--- config.mk ---
export PLATFORM = sky130hd
export DESIGN_NAME = mmss_core
export DESIGN_NICKNAME = d
export VERILOG_FILES = /design/src/verilog/mmss_pkg.sv /design/src/verilog/mmss_nmi_gate.sv /design/src/verilog/mmss_core.sv
export SDC_FILE = /design/constraint.sdc
export NUM_CORES = 1
export LEC_CHECK = 0
export BUFFER_PORTS_ARGS = -buffer_cell sky130_fd_sc_hd__buf_4
export CORE_ASPECT_RATIO = 0.9
export CORE_MARGIN = 2
export CORE_UTILIZATION = 49
export DETAILED_ROUTE_END_ITERATION = 10
export HOLD_SLACK_MARGIN = 0.02
export PLACE_DENSITY = 0.76
export SYNTH_ARGS = -nofsm -noshare
export SYNTH_HDL_FRONTEND = slang
export SYNTH_SLANG_ARGS = --single-unit
export TNS_END_PERCENT = 30
--- constraint.sdc ---
create_clock -name i_clk -period 1.8 [get_ports i_clk]
set_clock_uncertainty 0.15 [all_clocks]
set_input_delay 0.18 -clock i_clk [delete_from_list [all_inputs] [get_ports i_clk]]
set_output_delay 0.18 -clock i_clk [all_outputs]
set_load 0.02 [all_outputs]
--- src/verilog/mmss_pkg.sv ---
// mmss_pkg: constants for the management-mode state-save logic
// assumes: used by mmss_core and mmss_core_tb, nothing imported
package mmss_pkg;
    // ------------------------------------------------------------
    // state-save offsets
    // ------------------------------------------------------------
    localparam logic [15:0] OFS_REVISION = 16'h7efc;
    localparam logic [15:0] OFS_IO_RESTART = 16'h7f00;
    localparam logic [15:0] OFS_HALT_RESTART = 16'h7f02;
    localparam logic [15:0] OFS_IO_MEM_ADDR = 16'h7fa0;
    localparam logic [15:0] OFS_IO_STATE = 16'h7fa4;
    // ------------------------------------------------------------
    // field positions in the trapped i/o state word and the revision word
    // ------------------------------------------------------------
    localparam int POS_VALID = 0;
    localparam int POS_LEN_LO = 1;
    localparam int POS_TYPE_LO = 4;
    localparam int POS_PORT_LO = 16;
    localparam int POS_IO_RESTART_FEAT = 16;
    localparam int POS_RELOC_FEAT = 17;
    // ------------------------------------------------------------
    // encodings
    // ------------------------------------------------------------
    localparam logic [2:0] LEN_BYTE = 3'h1;
    localparam logic [2:0] LEN_WORD = 3'h2;
    localparam logic [2:0] LEN_DWORD = 3'h4;
    localparam logic [3:0] TYP_IN_IMM = 4'h9;
    localparam logic [3:0] TYP_IN_DX = 4'h1;
    localparam logic [3:0] TYP_OUT_IMM = 4'h8;
    localparam logic [3:0] TYP_OUT_DX = 4'h0;
    localparam logic [3:0] TYP_INS = 4'h3;
    localparam logic [3:0] TYP_OUTS = 4'h2;
    localparam logic [3:0] TYP_REP_INS = 4'h7;
    localparam logic [3:0] TYP_REP_OUTS = 4'h6;
    localparam logic [7:0] IO_RESTART_NONE = 8'h00;
    localparam logic [7:0] IO_RESTART_REDO = 8'hff;
    // ------------------------------------------------------------
    // exit resume targets
    // ------------------------------------------------------------
    localparam logic [1:0] RES_NORMAL = 2'h0;
    localparam logic [1:0] RES_HALT_AGAIN = 2'h1;
    localparam logic [1:0] RES_AFTER_HALT = 2'h2;
    localparam logic [1:0] RES_IO_REDO = 2'h3;
endpackage : mmss_pkg

--- src/verilog/mmss_nmi_gate.sv ---
// mmss_nmi_gate: nmi blocking and single-request latch
// assumes: one clock, nmi request a one-cycle pulse
`timescale 1ns/100ps
`default_nettype none
module mmss_nmi_gate (
    // clock and reset
    input wire logic i_clk,
    input wire logic i_arst_n,
    input wire logic i_ce,
    // events
    input wire logic i_enter,
    input wire logic i_resume,
    input wire logic i_intr_return,
    input wire logic i_nmi_req,
    input wire logic i_nmi_ack,
    input wire logic i_in_nmi_handler,
    input wire logic i_in_mgmt,
    // status
    output logic o_nmi_blocked,
    output logic o_nmi_take
);
    typedef struct packed {
        logic blocked;
        logic pending;
        logic blocked_before;
    } mmss_nmi_st_t;
    mmss_nmi_st_t st_r, st_nxt;

    always_comb begin
        st_nxt = st_r;
        if (i_nmi_ack) begin
            st_nxt.pending = 1'b0;
            st_nxt.blocked = 1'b1;
        end
        if (i_nmi_req) begin
            st_nxt.pending = 1'b1;
        end
        if (i_enter) begin
            st_nxt.blocked_before = st_r.blocked & ~i_in_nmi_handler;
            st_nxt.blocked = 1'b1;
        end else if (i_resume) begin
            st_nxt.blocked = st_r.blocked_before;
        end else if (i_intr_return && i_in_mgmt) begin
            st_nxt.blocked = 1'b0;
        end else if (i_intr_return) begin
            st_nxt.blocked = 1'b0;
        end
    end

    always_ff @(posedge i_clk or negedge i_arst_n) begin
        if (!i_arst_n) begin
            st_r <= '0;
        end else if (i_ce) begin
            st_r <= st_nxt;
        end
    end

    assign o_nmi_blocked = st_r.blocked;
    assign o_nmi_take = st_r.pending & ~st_r.blocked;

    a_nmi_blocked_entry: assert property (@(posedge i_clk) disable iff (!i_arst_n)
        i_ce && i_enter |=> o_nmi_blocked)
        else $error("nmi not blocked after entry");
    a_nmi_latched_once: assert property (@(posedge i_clk) disable iff (!i_arst_n)
        i_ce && i_nmi_req && !i_enter |=> st_r.pending)
        else $error("nmi request not latched");
    a_nmi_intr_return_instr_unblock: assert property (@(posedge i_clk) disable iff (!i_arst_n)
        i_ce && i_intr_return && i_in_mgmt && !i_enter && !i_resume |=> !o_nmi_blocked)
        else $error("return instruction did not unblock nmi");
    a_nmi_keep_blocked: assert property (@(posedge i_clk) disable iff (!i_arst_n)
        i_ce && i_resume && !i_enter |=> o_nmi_blocked == $past(st_r.blocked_before))
        else $error("nmi blocking not restored on resume");
    a_nmi_handler_entry: assert property (@(posedge i_clk) disable iff (!i_arst_n)
        i_ce && i_enter && i_in_nmi_handler |=> !st_r.blocked_before)
        else $error("nmi handler blocking kept across entry");
    c_nmi_held: cover property (@(posedge i_clk) disable iff (!i_arst_n)
        o_nmi_blocked && st_r.pending ##[1:20] o_nmi_take);
endmodule : mmss_nmi_gate
`default_nettype wire

--- src/verilog/mmss_core.sv ---
// mmss_core: management-mode entry/exit state-save bookkeeping
// assumes: core pulses entry and resume strobes, handler accesses state-save fields
// through the documented offsets on a simple synchronous save-area port
`timescale 1ns/100ps
`default_nettype none
module mmss_core #(
    parameter logic [15:0] BASE_VERSION = 16'h0001, // arbitrary value
    parameter logic [15:0] REV_THRESHOLD = 16'h0001, // arbitrary value
    parameter bit HAS_IO_RESTART = 1'b1,
    parameter bit HAS_RELOC = 1'b1
) (
    // clock and reset
    input wire logic i_clk,
    input wire logic i_arst_n,
    input wire logic i_ce,
    // core events
    input wire logic i_mgmt_irq_take,
    input wire logic i_resume_instr,
    input wire logic i_intr_return_instr,
    input wire logic i_halt_instr,
    input wire logic i_maskable_irq,
    input wire logic i_halted,
    input wire logic i_in_nmi_handler,
    input wire logic i_nmi_req,
    input wire logic i_nmi_ack,
    // last retired i/o instruction
    input wire logic i_io_done,
    input wire logic [15:0] i_io_port,
    input wire logic [3:0] i_io_type,
    input wire logic [2:0] i_io_len,
    input wire logic [31:0] i_io_mem_addr,
    // save-area port
    input wire logic i_sa_wr,
    input wire logic i_sa_rd,
    input wire logic [15:0] i_sa_addr,
    input wire logic [31:0] i_sa_wdata,
    output logic [31:0] o_sa_rdata,
    // status
    output logic o_in_mgmt,
    output logic o_halted_state,
    output logic o_halt_fetch,
    output logic [1:0] o_resume_target,
    output logic o_resume_strobe,
    output logic o_nmi_blocked,
    output logic o_nmi_take
);
    // ------------------------------------------------------------
    // state
    // ------------------------------------------------------------
    typedef enum logic [1:0] {ST_RUN, ST_MGMT, ST_MGMT_HALT} mmss_mode_t;
    typedef struct packed {
        mmss_mode_t mode;
        logic io_last;
        logic [15:0] io_port;
        logic [3:0] io_type;
        logic [2:0] io_len;
        logic [31:0] io_addr;
        logic [31:0] io_state;
        logic [31:0] io_mem;
        logic [31:0] rev;
        logic halt_entry;
        logic halt_flag;
        logic [7:0] io_restart;
        logic [31:0] rdata;
        logic [1:0] target;
        logic resume;
        logic halt_fetch;
    } mmss_st_t;
    mmss_st_t st_r, st_nxt;
    logic io_fields_ok;
    logic [31:0] rev_word;
    logic enter;
    logic resume;

    assign io_fields_ok = (BASE_VERSION >= REV_THRESHOLD);
    assign enter = i_mgmt_irq_take && (st_r.mode == ST_RUN);
    assign resume = i_resume_instr && (st_r.mode == ST_MGMT);

    always_comb begin
        rev_word = 32'h0;
        rev_word[15:0] = BASE_VERSION;
        rev_word[mmss_pkg::POS_IO_RESTART_FEAT] = HAS_IO_RESTART;
        rev_word[mmss_pkg::POS_RELOC_FEAT] = HAS_RELOC;
    end

    // ------------------------------------------------------------
    // next state
    // ------------------------------------------------------------
    always_comb begin
        st_nxt = st_r;
        st_nxt.resume = 1'b0;
        st_nxt.halt_fetch = 1'b0;
        if (i_io_done) begin
            st_nxt.io_last = 1'b1;
            st_nxt.io_port = i_io_port;
            st_nxt.io_type = i_io_type;
            st_nxt.io_len = i_io_len;
            st_nxt.io_addr = i_io_mem_addr;
        end else if (st_r.mode == ST_RUN && !i_mgmt_irq_take) begin
            st_nxt.io_last = 1'b0;
        end
        case (st_r.mode)
            ST_RUN: begin
                if (enter) begin
                    st_nxt.mode = ST_MGMT;
                    st_nxt.rev = rev_word;
                    st_nxt.halt_entry = i_halted;
                    st_nxt.halt_flag = i_halted;
                    st_nxt.io_restart = mmss_pkg::IO_RESTART_NONE;
                    st_nxt.io_state = 32'h0;
                    st_nxt.io_mem = 32'h0;
                    if (io_fields_ok && st_r.io_last) begin
                        // asynchronous requests right after i/o land here too
                        st_nxt.io_state[mmss_pkg::POS_VALID] = 1'b1;
                        st_nxt.io_state[31:mmss_pkg::POS_PORT_LO] = st_r.io_port;
                        st_nxt.io_state[7:mmss_pkg::POS_TYPE_LO] = st_r.io_type;
                        st_nxt.io_state[3:mmss_pkg::POS_LEN_LO] = st_r.io_len;
                        st_nxt.io_mem = st_r.io_addr;
                    end
                end
            end
            ST_MGMT: begin
                if (resume) begin
                    st_nxt.mode = ST_RUN;
                    st_nxt.resume = 1'b1;
                    if (st_r.io_restart == mmss_pkg::IO_RESTART_REDO) begin
                        st_nxt.target = mmss_pkg::RES_IO_REDO;
                    end else if (st_r.halt_entry && st_r.halt_flag) begin
                        st_nxt.target = mmss_pkg::RES_HALT_AGAIN;
                        st_nxt.halt_fetch = 1'b1;
                    end else if (st_r.halt_entry) begin
                        st_nxt.target = mmss_pkg::RES_AFTER_HALT;
                    end else begin
                        st_nxt.target = mmss_pkg::RES_NORMAL;
                    end
                end else if (i_halt_instr) begin
                    st_nxt.mode = ST_MGMT_HALT;
                end
            end
            ST_MGMT_HALT: begin
                if (i_maskable_irq) begin
                    st_nxt.mode = ST_MGMT;
                end
            end
            default: begin
                st_nxt.mode = ST_RUN;
            end
        endcase
        if (i_sa_wr && st_r.mode != ST_RUN) begin
            if (i_sa_addr == mmss_pkg::OFS_HALT_RESTART) begin
                st_nxt.halt_flag = i_sa_wdata[0];
            end else if (i_sa_addr == mmss_pkg::OFS_IO_RESTART) begin
                st_nxt.io_restart = i_sa_wdata[7:0];
            end
        end
        if (i_sa_rd) begin
            case (i_sa_addr)
                mmss_pkg::OFS_REVISION: st_nxt.rdata = st_r.rev;
                mmss_pkg::OFS_HALT_RESTART: st_nxt.rdata = {31'h0, st_r.halt_flag};
                mmss_pkg::OFS_IO_RESTART: st_nxt.rdata = {24'h0, st_r.io_restart};
                mmss_pkg::OFS_IO_STATE: st_nxt.rdata = st_r.io_state;
                mmss_pkg::OFS_IO_MEM_ADDR: st_nxt.rdata = st_r.io_mem;
                default: st_nxt.rdata = 32'h0;
            endcase
        end
    end

    always_ff @(posedge i_clk or negedge i_arst_n) begin
        if (!i_arst_n) begin
            st_r <= '0;
        end else if (i_ce) begin
            st_r <= st_nxt;
        end
    end

    // ------------------------------------------------------------
    // nmi handling
    // ------------------------------------------------------------
    mmss_nmi_gate u_nmi (
        .i_clk(i_clk),
        .i_arst_n(i_arst_n),
        .i_ce(i_ce),
        .i_enter(enter),
        .i_resume(resume),
        .i_intr_return(i_intr_return_instr),
        .i_nmi_req(i_nmi_req),
        .i_nmi_ack(i_nmi_ack),
        .i_in_nmi_handler(i_in_nmi_handler),
        .i_in_mgmt(st_r.mode != ST_RUN),
        .o_nmi_blocked(o_nmi_blocked),
        .o_nmi_take(o_nmi_take)
    );

    assign o_sa_rdata = st_r.rdata;
    assign o_in_mgmt = (st_r.mode != ST_RUN);
    assign o_halted_state = (st_r.mode == ST_MGMT_HALT);
    assign o_halt_fetch = st_r.halt_fetch;
    assign o_resume_target = st_r.target;
    assign o_resume_strobe = st_r.resume;

    // ------------------------------------------------------------
    // checks
    // ------------------------------------------------------------
    a_rev_on_entry: assert property (@(posedge i_clk) disable iff (!i_arst_n)
        i_ce && enter |=> st_r.rev == rev_word)
        else $error("revision not written on entry");
    a_halt_flag_entry: assert property (@(posedge i_clk) disable iff (!i_arst_n)
        i_ce && enter |=> st_r.halt_flag == $past(i_halted))
        else $error("halt flag wrong on entry");
    a_io_restart_clear: assert property (@(posedge i_clk) disable iff (!i_arst_n)
        i_ce && enter |=> st_r.io_restart == mmss_pkg::IO_RESTART_NONE)
        else $error("io restart not cleared on entry");
    a_valid_cause: assert property (@(posedge i_clk) disable iff (!i_arst_n)
        i_ce && enter && !st_r.io_last |=> !st_r.io_state[0])
        else $error("valid set without i/o");
    a_port_saved: assert property (@(posedge i_clk) disable iff (!i_arst_n)
        i_ce && enter && st_r.io_last && io_fields_ok
        |=> st_r.io_state[31:16] == $past(st_r.io_port) && st_r.io_state[0])
        else $error("port not saved");
    a_type_saved: assert property (@(posedge i_clk) disable iff (!i_arst_n)
        i_ce && enter && st_r.io_last && io_fields_ok
        |=> st_r.io_state[7:4] == $past(st_r.io_type))
        else $error("i/o type not saved");
    a_len_saved: assert property (@(posedge i_clk) disable iff (!i_arst_n)
        i_ce && enter && st_r.io_last && io_fields_ok
        |=> st_r.io_state[3:1] == $past(st_r.io_len))
        else $error("i/o length not saved");
    a_addr_saved: assert property (@(posedge i_clk) disable iff (!i_arst_n)
        i_ce && enter && st_r.io_last && io_fields_ok
        |=> st_r.io_mem == $past(st_r.io_addr))
        else $error("i/o memory address not saved");
    a_reserved_zero: assert property (@(posedge i_clk) disable iff (!i_arst_n)
        i_ce && enter |=> st_r.io_state[15:8] == 8'h00)
        else $error("reserved state bits not zero");
    a_state_read: assert property (@(posedge i_clk) disable iff (!i_arst_n)
        i_ce && i_sa_rd && i_sa_addr == mmss_pkg::OFS_IO_STATE
        |=> o_sa_rdata == $past(st_r.io_state))
        else $error("state word read wrong");
    a_flag_wr_refused: assert property (@(posedge i_clk) disable iff (!i_arst_n)
        i_ce && i_sa_wr && !o_in_mgmt && !enter
        |=> st_r.halt_flag == $past(st_r.halt_flag))
        else $error("halt flag written outside management mode");
    // ------------------------------------------------------------
    // exit checks, halt checks and covers
    // ------------------------------------------------------------
    a_resume_exit: assert property (@(posedge i_clk) disable iff (!i_arst_n)
        i_ce && resume |=> o_resume_strobe && !o_in_mgmt)
        else $error("resume did not leave management mode");
    a_halt_again: assert property (@(posedge i_clk) disable iff (!i_arst_n)
        i_ce && resume && st_r.halt_entry && st_r.halt_flag
        && st_r.io_restart != mmss_pkg::IO_RESTART_REDO
        |=> o_resume_target == mmss_pkg::RES_HALT_AGAIN && o_halt_fetch)
        else $error("halt not restarted");
    a_after_halt: assert property (@(posedge i_clk) disable iff (!i_arst_n)
        i_ce && resume && st_r.halt_entry && !st_r.halt_flag
        && st_r.io_restart != mmss_pkg::IO_RESTART_REDO
        |=> o_resume_target == mmss_pkg::RES_AFTER_HALT)
        else $error("wrong resume after cleared flag");
    a_normal_resume: assert property (@(posedge i_clk) disable iff (!i_arst_n)
        i_ce && resume && !st_r.halt_entry && st_r.io_restart != mmss_pkg::IO_RESTART_REDO
        |=> o_resume_target == mmss_pkg::RES_NORMAL && !o_halt_fetch)
        else $error("wrong resume without halt");
    a_io_redo: assert property (@(posedge i_clk) disable iff (!i_arst_n)
        i_ce && resume && st_r.io_restart == mmss_pkg::IO_RESTART_REDO
        |=> o_resume_target == mmss_pkg::RES_IO_REDO && !o_halt_fetch)
        else $error("trapped i/o not re-executed");
    a_fetch_only_halt: assert property (@(posedge i_clk) disable iff (!i_arst_n)
        i_ce && resume && !(st_r.halt_entry && st_r.halt_flag)
        |=> !o_halt_fetch)
        else $error("halt fetch without halt restart");
    a_halt_enter: assert property (@(posedge i_clk) disable iff (!i_arst_n)
        i_ce && o_in_mgmt && !o_halted_state && !resume && i_halt_instr
        |=> o_halted_state)
        else $error("halt in management mode not taken");
    a_halt_wakeup: assert property (@(posedge i_clk) disable iff (!i_arst_n)
        i_ce && o_halted_state && !i_maskable_irq |=> o_halted_state)
        else $error("left halt without interrupt");
    c_io_trap: cover property (@(posedge i_clk) disable iff (!i_arst_n)
        i_io_done ##1 enter);
    c_halt_resume: cover property (@(posedge i_clk) disable iff (!i_arst_n)
        o_resume_strobe && o_halt_fetch);
    c_mgmt_halt: cover property (@(posedge i_clk) disable iff (!i_arst_n)
        o_halted_state ##1 !o_halted_state);
endmodule : mmss_core
`default_nettype wire

### Yosys cells after proc, flatten, opt, wreduce, memory -nomap -nowiden

Cells that the tools add are included.

* register bits after elaboration: 164
* input port bits: 118
* output and inout bits: 40
* word-level logic and storage cells: 84

* equality and inequality tests: 11
* muxes and demuxes: 29
* bitwise operators: 4
* reduce and logical (&&, ||, !) cells: 21

Operators with widths (number)
* $pmux 32 s5: 1
* $eq 16x15->1 const B: 5
* $mux 40: 1
* $mux 9: 3
* $mux 2: 10
* $mux 16: 1
* $mux 8: 2
* $reduce_and 2->1: 6
* $mux 1: 10
* $eq 8x8->1 const B: 1
* $logic_and 1x1->1: 6
* $pmux 2 s3: 1
* $reduce_and 3->1: 2
* $reduce_bool 2->1: 3
* $reduce_bool 5->1: 1
* $ne 2x2->1 const B: 2
* $reduce_and 4->1: 1
* $ne 3x3->1 const B: 1
* $and 1x1->1: 2
* $eq 2x1->1 const B: 1
* $eq 2x2->1 const B: 1
* $logic_not 2->1: 1
* $not 1->1: 2
* $logic_not 1->1: 1

### Depth between registers and ports, before layout

Gate-level depths: netlist of run 1.

* depth after elaboration: 7
* gate-level depth with buffers: 6
* mapped depth without buffers: 5

### Cells and area by module

A second synthesis of run 1 with hierarchy kept.

* cell total of the unflattened synthesis: 665
* area total of the unflattened synthesis: 7086.8 um2

Modules (own cells, without submodules)
* mmss_core: times used 1, cells each 651, area each 6936.7 um2
* mmss_nmi_gate: times used 1, cells each 14, area each 150.1 um2

### Least setup slack after synthesis of run 1

Ideal clock, no wire load.

* kind: register -> register
* start point: register st_r[199] (netlist name)
* end point: register st_r[90] (netlist name)
* arrival: 1.389 ns
* data required time: 1.517 ns
* setup slack: 0.128 ns
* stages on the path, launching flop included: 7
* buffers on the path: 2
* period minus slack after synthesis: 1.672 ns
* cell sequence: dfrtp_1 -> nor2_1 -> nand3_1 -> clkbuf_1 -> buf_2 -> nand2_1 -> o21ai_0

* longest elaborated chain between the ends: 3

Ends and longest elaborated chain
* start: declaration: line mmss_core.sv:69 `mmss_st_t st_r, st_nxt;`
* start signal: assignment: line mmss_core.sv:172 `st_r <= st_nxt;`
* $logic_not 2->1 *: line mmss_core.sv:76, mmss_core.sv:102
* $logic_and 1x1->1: line mmss_core.sv:76 `assign enter = i_mgmt_irq_take && (st_r.mode == ST_RUN);`
* $reduce_and 3->1 (no line) *

Every way passes the cells marked *; elsewhere a longest branch is shown, timed or not.
A chain may end at the register's enable or synchronous reset.

### Worst setup path after layout of run 1

* start point: register st_r[198] (netlist name)
* end point: register st_r[199] (netlist name)

* longest elaborated chain between the ends: 4
* elaborated cells between the ends (all ways): 11
* those cells by class: 5 x eq/ne; 2 x mux; 4 x reduce/logical

Ends and longest elaborated chain (line)
* $eq 2x1->1 / $logic_not 2->1 (equally long branches): mmss_core.sv:77, mmss_core.sv:102, mmss_core.sv:76
* $logic_and 1x1->1 (on tied branches): mmss_core.sv:77, mmss_core.sv:76
* $ne 3x3->1 (no line) (tied with other cells)
* $reduce_and 4->1 (no line) / $pmux 2 s3 (equally long branches)

Parallel ways exist; a longest one is shown, timed or not.

==> out/qor.yml, run 1 <==
required_ns: 1.95
worst_hold_slack_ns: 0.06311
dp_hpwl_mm: 11.60
vdd_drop_max_uv: 662.8
die-width_um: 130.7
design_area_mm2: 0.009583
drv_cap: 0
syn_to_final_growth_pct: 35.41
cts_buffers: 17
relSlewSlack_pct: 62.36
fp.dieH_um: 118.0
io_pins: 158
grt_pass1_wl_mm: 28.77
tns_ns: 0
power.density_mw_per_mm2: 1100
die_area_mm2: 0.01542
antenna_cells: 0
startpoint_type: "flip-flop"
dp_slack_ns: -0.1026
final_core_util_pct: 68.18
h-tree-depth: 4
layout.nets: 967
reg2regPathDepth: 5
status: "completed"
ant_nets: 0
coreArea_mm2: 0.01406
clk_latency_ns: 0.43
finalWirelength_mm: 17.84
critical_path_peak_fanout: 7
vias_per_cell: 5.312
syn_avg_cell_area_um2: 10.56
dpl-instance-area_mm2: 0.008219
fmax_mhz: 570.6
drcViolationCount: 0
crit_arrival_ns: 1.91
vias: 5599
grt_pass1_vias: 5719
power.total_mw: 10.55
grt_overflow_total: 0
fin_crit_sh_pct: 97.36
yosysSeqAreaShare_pct: 57.99
hold_viol_final: 0
grt_setup_unrepaired: "yes"
cts_tree: "done"
ys_warn_count: 0
maxSlewViolCount: 0
synth_seq_cells: 164
hp-class: "in -> reg"
holdPathStages: 4
port_buffers: 133
setup_ws_ns: 0.04757
setup_viol: 0
grtUsageTotal_pct: 24.08
gp_congestion: 0.8757
firstDrtPassIters: 5
initial_core_util_pct: 50.35
cp-end-kind: "flip-flop"
cts_sinks: 164
place_inst: 949
synth_nets: 788
syn_inst: 670
path_clk_slew_ns: 0.06
drive_gt1_share_pct: 31.13
drt-wirelength-per-cell_um: 16.93
p_leak_nw: 4.488
synth_area_mm2: 0.007077
cts_root_buffer: "clkbuf_16"
fin_crit_ns: 1.752
path_class: "reg -> reg"
grt_max_degree: 51
core.rowCount: 41
synth_cell_type_count: 41
instances_no_fill: 1054
drtIter0Drc: 356
tightest_slew_ns: 0.5627
antenna_found_initial: 0
clockBufferDepth: 2
-- cell usage after synthesis, drive strengths merged --
master | n | share of area (%)
a311oi | 1 | 0.12
a32o | 1 | 0.14
and3b | 1 | 0.12
buf | 52 | 5.0
and2 | 1 | 0.088
mux2 | 57 | 9.1
nor3 | 7 | 1.0
a221oi | 15 | 1.9
clkbuf | 22 | 1.2
nor4 | 1 | 0.30
a31oi | 1 | 0.088
o32ai | 1 | 0.12
nor2b | 2 | 0.18
dfrtp | 164 | 58
nand4b | 2 | 0.25
nand2 | 158 | 8.4
nand3 | 10 | 0.71
a22o | 1 | 0.12
nor2 | 49 | 2.6
a22oi | 9 | 0.95
a211oi | 12 | 1.8
o211ai | 1 | 0.11
nand3b | 2 | 0.21
a21oi | 14 | 0.99
nand2b | 2 | 0.18
o21ai | 69 | 4.9
o41ai | 1 | 0.23
inv | 7 | 0.37
and4b | 1 | 0.14
mux2i | 1 | 0.14
nor4b | 1 | 0.12
and3 | 1 | 0.088
nand4 | 3 | 0.48
-- cell usage in the layout (no fill, tap or decap), types with 7 or more instances in the layout --
cell and instances:
o21ai_0 69, buf_4 150, nor2_1 47, inv_1 7
a22oi_1 9, dlygate4sd3_1 74, a21oi_1 14, clkbuf_16 17
a221oi_1 15, nand2_1 156, mux2_2 57, dfrtp_1 163
a211oi_2 7, nand3_1 9, buf_12 9
-- timing repair --
action                                  in CTS  in global routing
resized for setup                            1                  1
pin swaps                                    0                  0
endpoints found under the setup margin       1                  2
endpoints found under the hold margin      219                  0
hold buffers                                74                  0
buffers inserted                             0                  0
-- worst max-delay path, cell delays in order (launching register included) --
cell	delay [ns]
dfrtp_1	0.39
buf_4	0.16
nand2_2	0.07
nor2_1	0.06
a32o_1	0.25
dlygate4sd3_1	0.56
-- where the power goes --
| group | leakage [nW] | total [mW] | internal [mW] | switching (mW) |
|---|---|---|---|---|
| combinational | 2.14 | 1.80 | 0.879 | 0.920 |
| sequential | 2.04 | 4.95 | 4.43 | 0.518 |
| clock | 0.307 | 3.79 | 2.35 | 1.45 |
| total | 4.49 | 10.5 | 7.66 | 2.88 |
-- state kept, by name, summed over array words and instances (netlist names) --
name,flops
st_r,125
o_sa_rdata,32
o_resume_target,2
u_nmi.st_r,2
o_halt_fetch,1
o_resume_strobe,1
u_nmi.o_nmi_blocked,1
-- cell families after synthesis --
family          synth area share [%]
compound gates                 11.39
mux                            9.212
buf+inv                        6.489
simple gates                   14.92
flops                          57.99
-- worst paths after layout --
| kind | slack, ns | start | endpoint |
|---|---|---|---|
| setup reg to reg | 0.05 | st_r[198] | st_r[199] |
| hold reg to reg | 0.32 | o_sa_rdata[9] | o_sa_rdata[9] |
| setup / recovery | 0.05 | st_r[198] | st_r[199] |
| hold / removal | 0.06 | i_io_done | st_r[197] |
| max in group asynchronous | 0.69 | i_arst_n | st_r[144] |
| min in group asynchronous | 0.12 | i_arst_n | o_sa_rdata[11] |
-- metal layers --
layer,global-route usage [%],part of all wire (%)
met1,30.85,41
met2,39.97,50
met3,5.409,6.0
met4,8.777,2.4
met5,0,0
-- final cells by class --
type,instances,area [um^2]
timing repair buffer,234,2058
clock inverter,13,178.9
multi-input combinational,425,2534
tap,193,241.5
inverter,7,26.28
sequential,164,4105
clock buffer,18,439.2
fill,1010,4473
No activity file was read; power rests on OpenSTA's default activity.
==> inputs of run 2 (changes only) <==
--- a/config.mk
+++ b/config.mk
@@ -11,7 +11,7 @@
 export CORE_UTILIZATION = 49
 export DETAILED_ROUTE_END_ITERATION = 10
 export HOLD_SLACK_MARGIN = 0.02
-export PLACE_DENSITY = 0.76
+export PLACE_DENSITY = 0.86
 export SYNTH_ARGS = -nofsm -noshare
 export SYNTH_HDL_FRONTEND = slang
 export SYNTH_SLANG_ARGS = --single-unit
==> out/qor.yml, run 2 (synthesis gave the netlist of run 1 again) <==
instances_no_fill: 1057  # +0.28%
core.rowCount: 41  # unchanged
drtIter0Drc: 441  # +24%
setup_viol: 0  # unchanged
crit_arrival_ns: 1.46  # -0.45 ns
status: "completed"
maxSlewViolCount: 0  # unchanged
grt_pass1_vias: 5854  # +2.4%
fmax_mhz: 560.1  # -1.8%
tns_ns: 0  # unchanged
worstSetupStartpoint: "st_r[199]"
hold_viol_final: 0  # unchanged
die_area_mm2: 0.01542  # unchanged
cts_sinks: 164  # unchanged
setup_ws_ns: 0.01460  # -0.03297 ns
vias_per_cell: 5.271  # -0.78%
cp-end-kind: "primary output"
layout.nets: 970  # +0.31%
grtUsageTotal_pct: 24.22  # +0.15 points
fin_crit_sh_pct: 99.19  # +1.8 points
largest_reg_flops: 125  # unchanged
drv_cap: 0  # unchanged
io_pins: 158  # unchanged
drcViolationCount: 0  # unchanged
gp_congestion: 0.8266  # -5.6%
hp-class: "in -> reg"
die-width_um: 130.7  # unchanged
drive_gt1_share_pct: 31.25  # +0.12 points
cts_root_buffer: "clkbuf_16"
clockBufferDepth: 2  # unchanged
antenna_cells: 0  # unchanged
drt-wirelength-per-cell_um: 16.63  # -1.8%
port_buffers: 133  # unchanged
antenna_found_initial: 0  # unchanged
rr_endpoint: "st_r[199]"
r2r-start: "st_r[198]"
top_register: "st_r"
fin_crit_ns: 1.785  # +0.03297 ns
firstDrtPassIters: 7  # +2
initial_core_util_pct: 50.35  # unchanged
cts_tree: "done"
grt_setup_unrepaired: "yes"
grt_pass1_wl_mm: 29.11  # +1.2%
path_clk_slew_ns: 0.06  # about the same
p_leak_nw: 4.514  # +0.58%
r2r_slack_ns: 0.06  # about the same
fp.dieH_um: 118.0  # unchanged
design_area_mm2: 0.009649  # +0.69%
cts_buffers: 17  # unchanged
final_common_cell: "dfrtp_1"
dp_slack_ns: -0.04681  # +0.05574 ns
grt_overflow_total: 0  # unchanged
path_class: "reg -> out"
relSlewSlack_pct: 66.42  # +4.1 points
ant_nets: 0  # unchanged
h-tree-depth: 4  # unchanged
dpl-instance-area_mm2: 0.008257  # +0.46%
reg2regPathDepth: 5  # unchanged
vias: 5571  # -0.50%
worst_hold_slack_ns: 0.08464  # +0.02153 ns
coreArea_mm2: 0.01406  # unchanged
power.density_mw_per_mm2: 1087  # -1.2%
vdd_drop_max_uv: 724.2  # +9.3%
clk_latency_ns: 0.42  # about the same
critical_path_peak_fanout: 7  # unchanged
grt_max_degree: 65  # +27%
syn_to_final_growth_pct: 36.35
startpoint_type: "flip-flop"
cp-endpoint: "o_in_mgmt"
dp_hpwl_mm: 11.09  # -4.4%
tightest_slew_ns: 0.5037  # -0.05906 ns
required_ns: 1.47  # -0.48 ns
place_inst: 950  # +0.11%
mostFrequentLayoutCells: "dfrtp_1 (163), nand2_1 (156), buf_4 (148)"
hold_start: "i_io_done"
finalWirelength_mm: 17.58  # -1.5%
run 2: final cells by class:
| class | instances | area, um^2 |
|---|---|---|
| clock buffer | 17 | 425.4 |
| multi-input combinational | 425 | 2539 |
| inverter | 7 | 26.28 |
| timing repair buffer | 237 | 2125 |
| sequential | 164 | 4105 |
| fill | 997 | 4407 |
| tap | 193 | 241.5 |
| clock inverter | 14 | 187.7 |
run 2: worst min-delay path by stage:
| stage | end | slack (ns) | depth (start not counted) |
|---|---|---|---|
| finish | st_r[197] | 0.08 | 4 |
| detailed placement | o_resume_strobe | -0.02 | 1 |
| CTS | st_r[197] | 0.08 | 4 |
| global placement | u_nmi.st_r[1] | -0.02 | 1 |
| floorplan | o_halt_fetch | -0.27 | 0 |
| global route | st_r[197] | 0.12 | 4 |
run 2: critical path, stage by stage (launching register included):
cell and delay (ns):
dfrtp_1 0.45, nor2_2 0.23, buf_4 0.17, inv_1 0.05, buf_4 0.15
run 2: timing repair:
item,CTS,global route
resized for setup,1,2
setup buffers,0,1
endpoints found under the setup margin,1,9
gates cloned,0,0
endpoints found under the hold margin,237,0
hold buffers,75,0
pin swaps,0,1
run 2: report_power, final:
group          total [mW]  leakage, nW  switching (mW)  internal (mW)
logic                1.80         2.17           0.907          0.888
clock network        3.76        0.302            1.45           2.31
registers            4.93         2.04           0.500           4.43
total                10.5         4.51            2.86           7.63
run 2: per-stage QoR:
stage	power [mW]	util, %
finish	10.49	68.65
global route	11.01	68.65
CTS	10.49	68.46
detailed placement	6.590	58.74
global placement	6.479	58.74
floorplan	5.890	-
run 2: routing by layer:
layer  wire, um  GRT usage [%]  part of all wire [%]  vias to the layer above
met5          0              0                     0                        -
met4        261          7.779                   1.5                        0
met3       1136          5.500                   6.5                       29
met2       8559          39.39                    49                      183
met1       7620          32.24                    43                     2742
li1           -              -                     -                     2617
==> inputs of run 3 (changes only) <==
--- a/config.mk
+++ b/config.mk
@@ -8,10 +8,10 @@
 export BUFFER_PORTS_ARGS = -buffer_cell sky130_fd_sc_hd__buf_4
 export CORE_ASPECT_RATIO = 0.9
 export CORE_MARGIN = 2
-export CORE_UTILIZATION = 49
+export CORE_UTILIZATION = 58
 export DETAILED_ROUTE_END_ITERATION = 10
 export HOLD_SLACK_MARGIN = 0.02
-export PLACE_DENSITY = 0.86
+export PLACE_DENSITY = 0.95
 export SYNTH_ARGS = -nofsm -noshare
 export SYNTH_HDL_FRONTEND = slang
 export SYNTH_SLANG_ARGS = --single-unit
==> constraint.sdc (replaced) <==
create_clock -name i_clk -period 2.25 [get_ports i_clk]
set_clock_uncertainty 0.15 [all_clocks]
set_input_delay 0.225 -clock i_clk [delete_from_list [all_inputs] [get_ports i_clk]]
set_output_delay 0.225 -clock i_clk [all_outputs]
set_load 0.02 [all_outputs]
==> out/qor.yml, run 3 (synthesis gave the netlist of run 1 again) <==
antenna_found_initial: 1  # +1
cts_root_buffer: "clkbuf_16"
h-tree-depth: 4  # unchanged
grt_pass1_vias: 6061  # +3.5%
p_leak_nw: 4.397  # -2.6%
port_buffers: 133  # unchanged
grtUsageTotal_pct: 31.19  # +7.0 points
drive_gt1_share_pct: 30.05  # -1.2 points
worst_hold_slack_ns: 0.03166  # -0.05298 ns
tns_ns: 0  # unchanged
mostFrequentLayoutCells: "dfrtp_1 (163), nand2_1 (157), buf_4 (143)"
vdd_drop_max_uv: 728.9  # +0.65%
power.density_mw_per_mm2: 893.6  # -18%
holdPathStages: 5  # +1
final_core_util_pct: 78.35  # +9.7 points
maxSlewViolCount: 0  # unchanged
core.rowCount: 38  # -7.3%
clk_latency_ns: 0.44  # +0.02 ns
path_class: "reg -> reg"
critical_path_peak_fanout: 7  # unchanged
initial_core_util_pct: 59.06  # +8.7 points
hold_viol_final: 0  # unchanged
reg2regPathDepth: 5  # unchanged
hp-class: "in -> reg"
cts_sinks: 164  # unchanged
grt_max_degree: 58  # -11%
largest_reg_flops: 125  # unchanged
place_inst: 905  # -4.7%
setup_ws_ns: 0.2695  # +0.2549 ns
die-width_um: 120.4  # -7.8%
fin_crit_ns: 1.980
coreArea_mm2: 0.01198  # -15%
crit_arrival_ns: 2.14  # +0.68 ns
cp-end-kind: "flip-flop"
drt-wirelength-per-cell_um: 19.52  # +17%
drtIter0Drc: 588  # +33%
syn_to_final_growth_pct: 32.66
hold_start: "i_maskable_irq"
io_pins: 158  # unchanged
final_common_cell: "dfrtp_1"
layout.nets: 957  # -1.3%
gp_congestion: 0.7932  # -4.0%
r2r_slack_ns: 0.27  # +0.21 ns
fin_crit_sh_pct: 88.02
relSlewSlack_pct: 54.10  # -12 points
clockBufferDepth: 2  # unchanged
setup_viol: 0  # unchanged
cpMostUsedCell: "nand2_1"
instances_no_fill: 1013  # -4.2%
vias_per_cell: 5.845  # +11%
r2r-start: "st_r[199]"
die_area_mm2: 0.01310  # -15%
critPathSlowestCell: "dlygate4sd3_1"
grt_overflow_total: 0  # unchanged
drv_cap: 0  # unchanged
dp_slack_ns: 0.2283  # +0.2751 ns
startpoint_type: "flip-flop"
status: "completed"
postCtsSetupBuffers: 0  # unchanged
path_cells: "nor2_1, nand3b_1, nand2_1, nand2_1, dlygate4sd3_1"
top_register: "st_r"
cpPeakStageDelay_ns: 0.56  # +0.11 ns
fp.dieH_um: 108.8  # -7.8%
fmax_mhz: 504.9
cts_tree: "done"
grt_pass1_wl_mm: 30.91  # +6.2%
finalWirelength_mm: 19.78  # +13%
rr_endpoint: "st_r[197]"
vias: 5921  # +6.3%
grt_setup_unrepaired: "no"
cts_buffers: 17  # unchanged
firstDrtPassIters: 5  # -2
path_clk_slew_ns: 0.06  # about the same
worstHoldEndpoint: "st_r[198]"
tightest_slew_ns: 0.6885  # +0.1848 ns
drcViolationCount: 0  # unchanged
ant_nets: 0  # unchanged
dp_hpwl_mm: 10.83  # -2.4%
required_ns: 2.41  # +0.94 ns
run 3: cell count changes in the layout (fill, tap and decap cells not counted), sizes merged:
cell | previous run | this run
clkbuf | 17 | 18
inv | 7 | 11
diode | 0 | 1
clkinvlp | 1 | 3
buf | 162 | 149
clkinv | 9 | 5
bufinv | 4 | 2
run 3: area by class of cell:
type | count | area [um^2]
diodes | 1 | 2.502
clock inverters | 14 | 150.1
clock buffers | 18 | 439.2
flip-flops and latches | 164 | 4105
multi-input cells | 425 | 2529
repair buffers | 224 | 1936
fillers | 646 | 2594
inverters | 7 | 26.28
well taps | 160 | 200.2
run 3: how the worst max path moves through the flow:
stage	start	end	slack [ns]
floorplan	st_r[199]	st_r[90]	0.58
global placement	i_sa_addr[15]	o_sa_rdata[16]	0.34
detailed placement	i_sa_addr[15]	st_r[44]	0.23
CTS	st_r[199]	st_r[197]	0.31
global route	st_r[198]	st_r[197]	0.20
finish	st_r[199]	st_r[197]	0.27
run 3: per-layer routing:
metal  up-vias  GRT usage [%]  wire length [um]
met3        68          8.944              1575
met2       326          52.78             10050
met4         0          15.53               783
met1      2930          36.85              7369
li1       2597              -                 -
met5         -              0                 0
run 3: where the power goes:
part / leakage, nW / switching (mW) / total (mW) / internal [mW]
clock network: 0.283 / 1.26 / 2.93 / 1.67
registers: 2.04 / 0.440 / 3.99 / 3.55
logic: 2.08 / 0.788 / 1.48 / 0.688
run 3: worst max-delay path, delay by kind of cell (launching register included):
| family | cells | cell delay, ns |
|---|---|---|
| and+or+nand+nor | 4 | 0.71 |
| DFF | 1 | 0.44 |
| buffers and inverters | 1 | 0.56 |
run 3: timing repair:
item	in CTS	in global routing
hold endpoints to repair	124	0
hold buffers	75	0
gates resized for setup	0	0
run 3: through the flow:
step	power (mW)	instance area [um^2]
2_1_floorplan	4.712	7077
3_3_place_gp	5.130	8045
3_5_place_dp	5.242	8045
4_1_cts	8.290	9385
5_1_grt	8.703	9388
6_report	8.389	9388
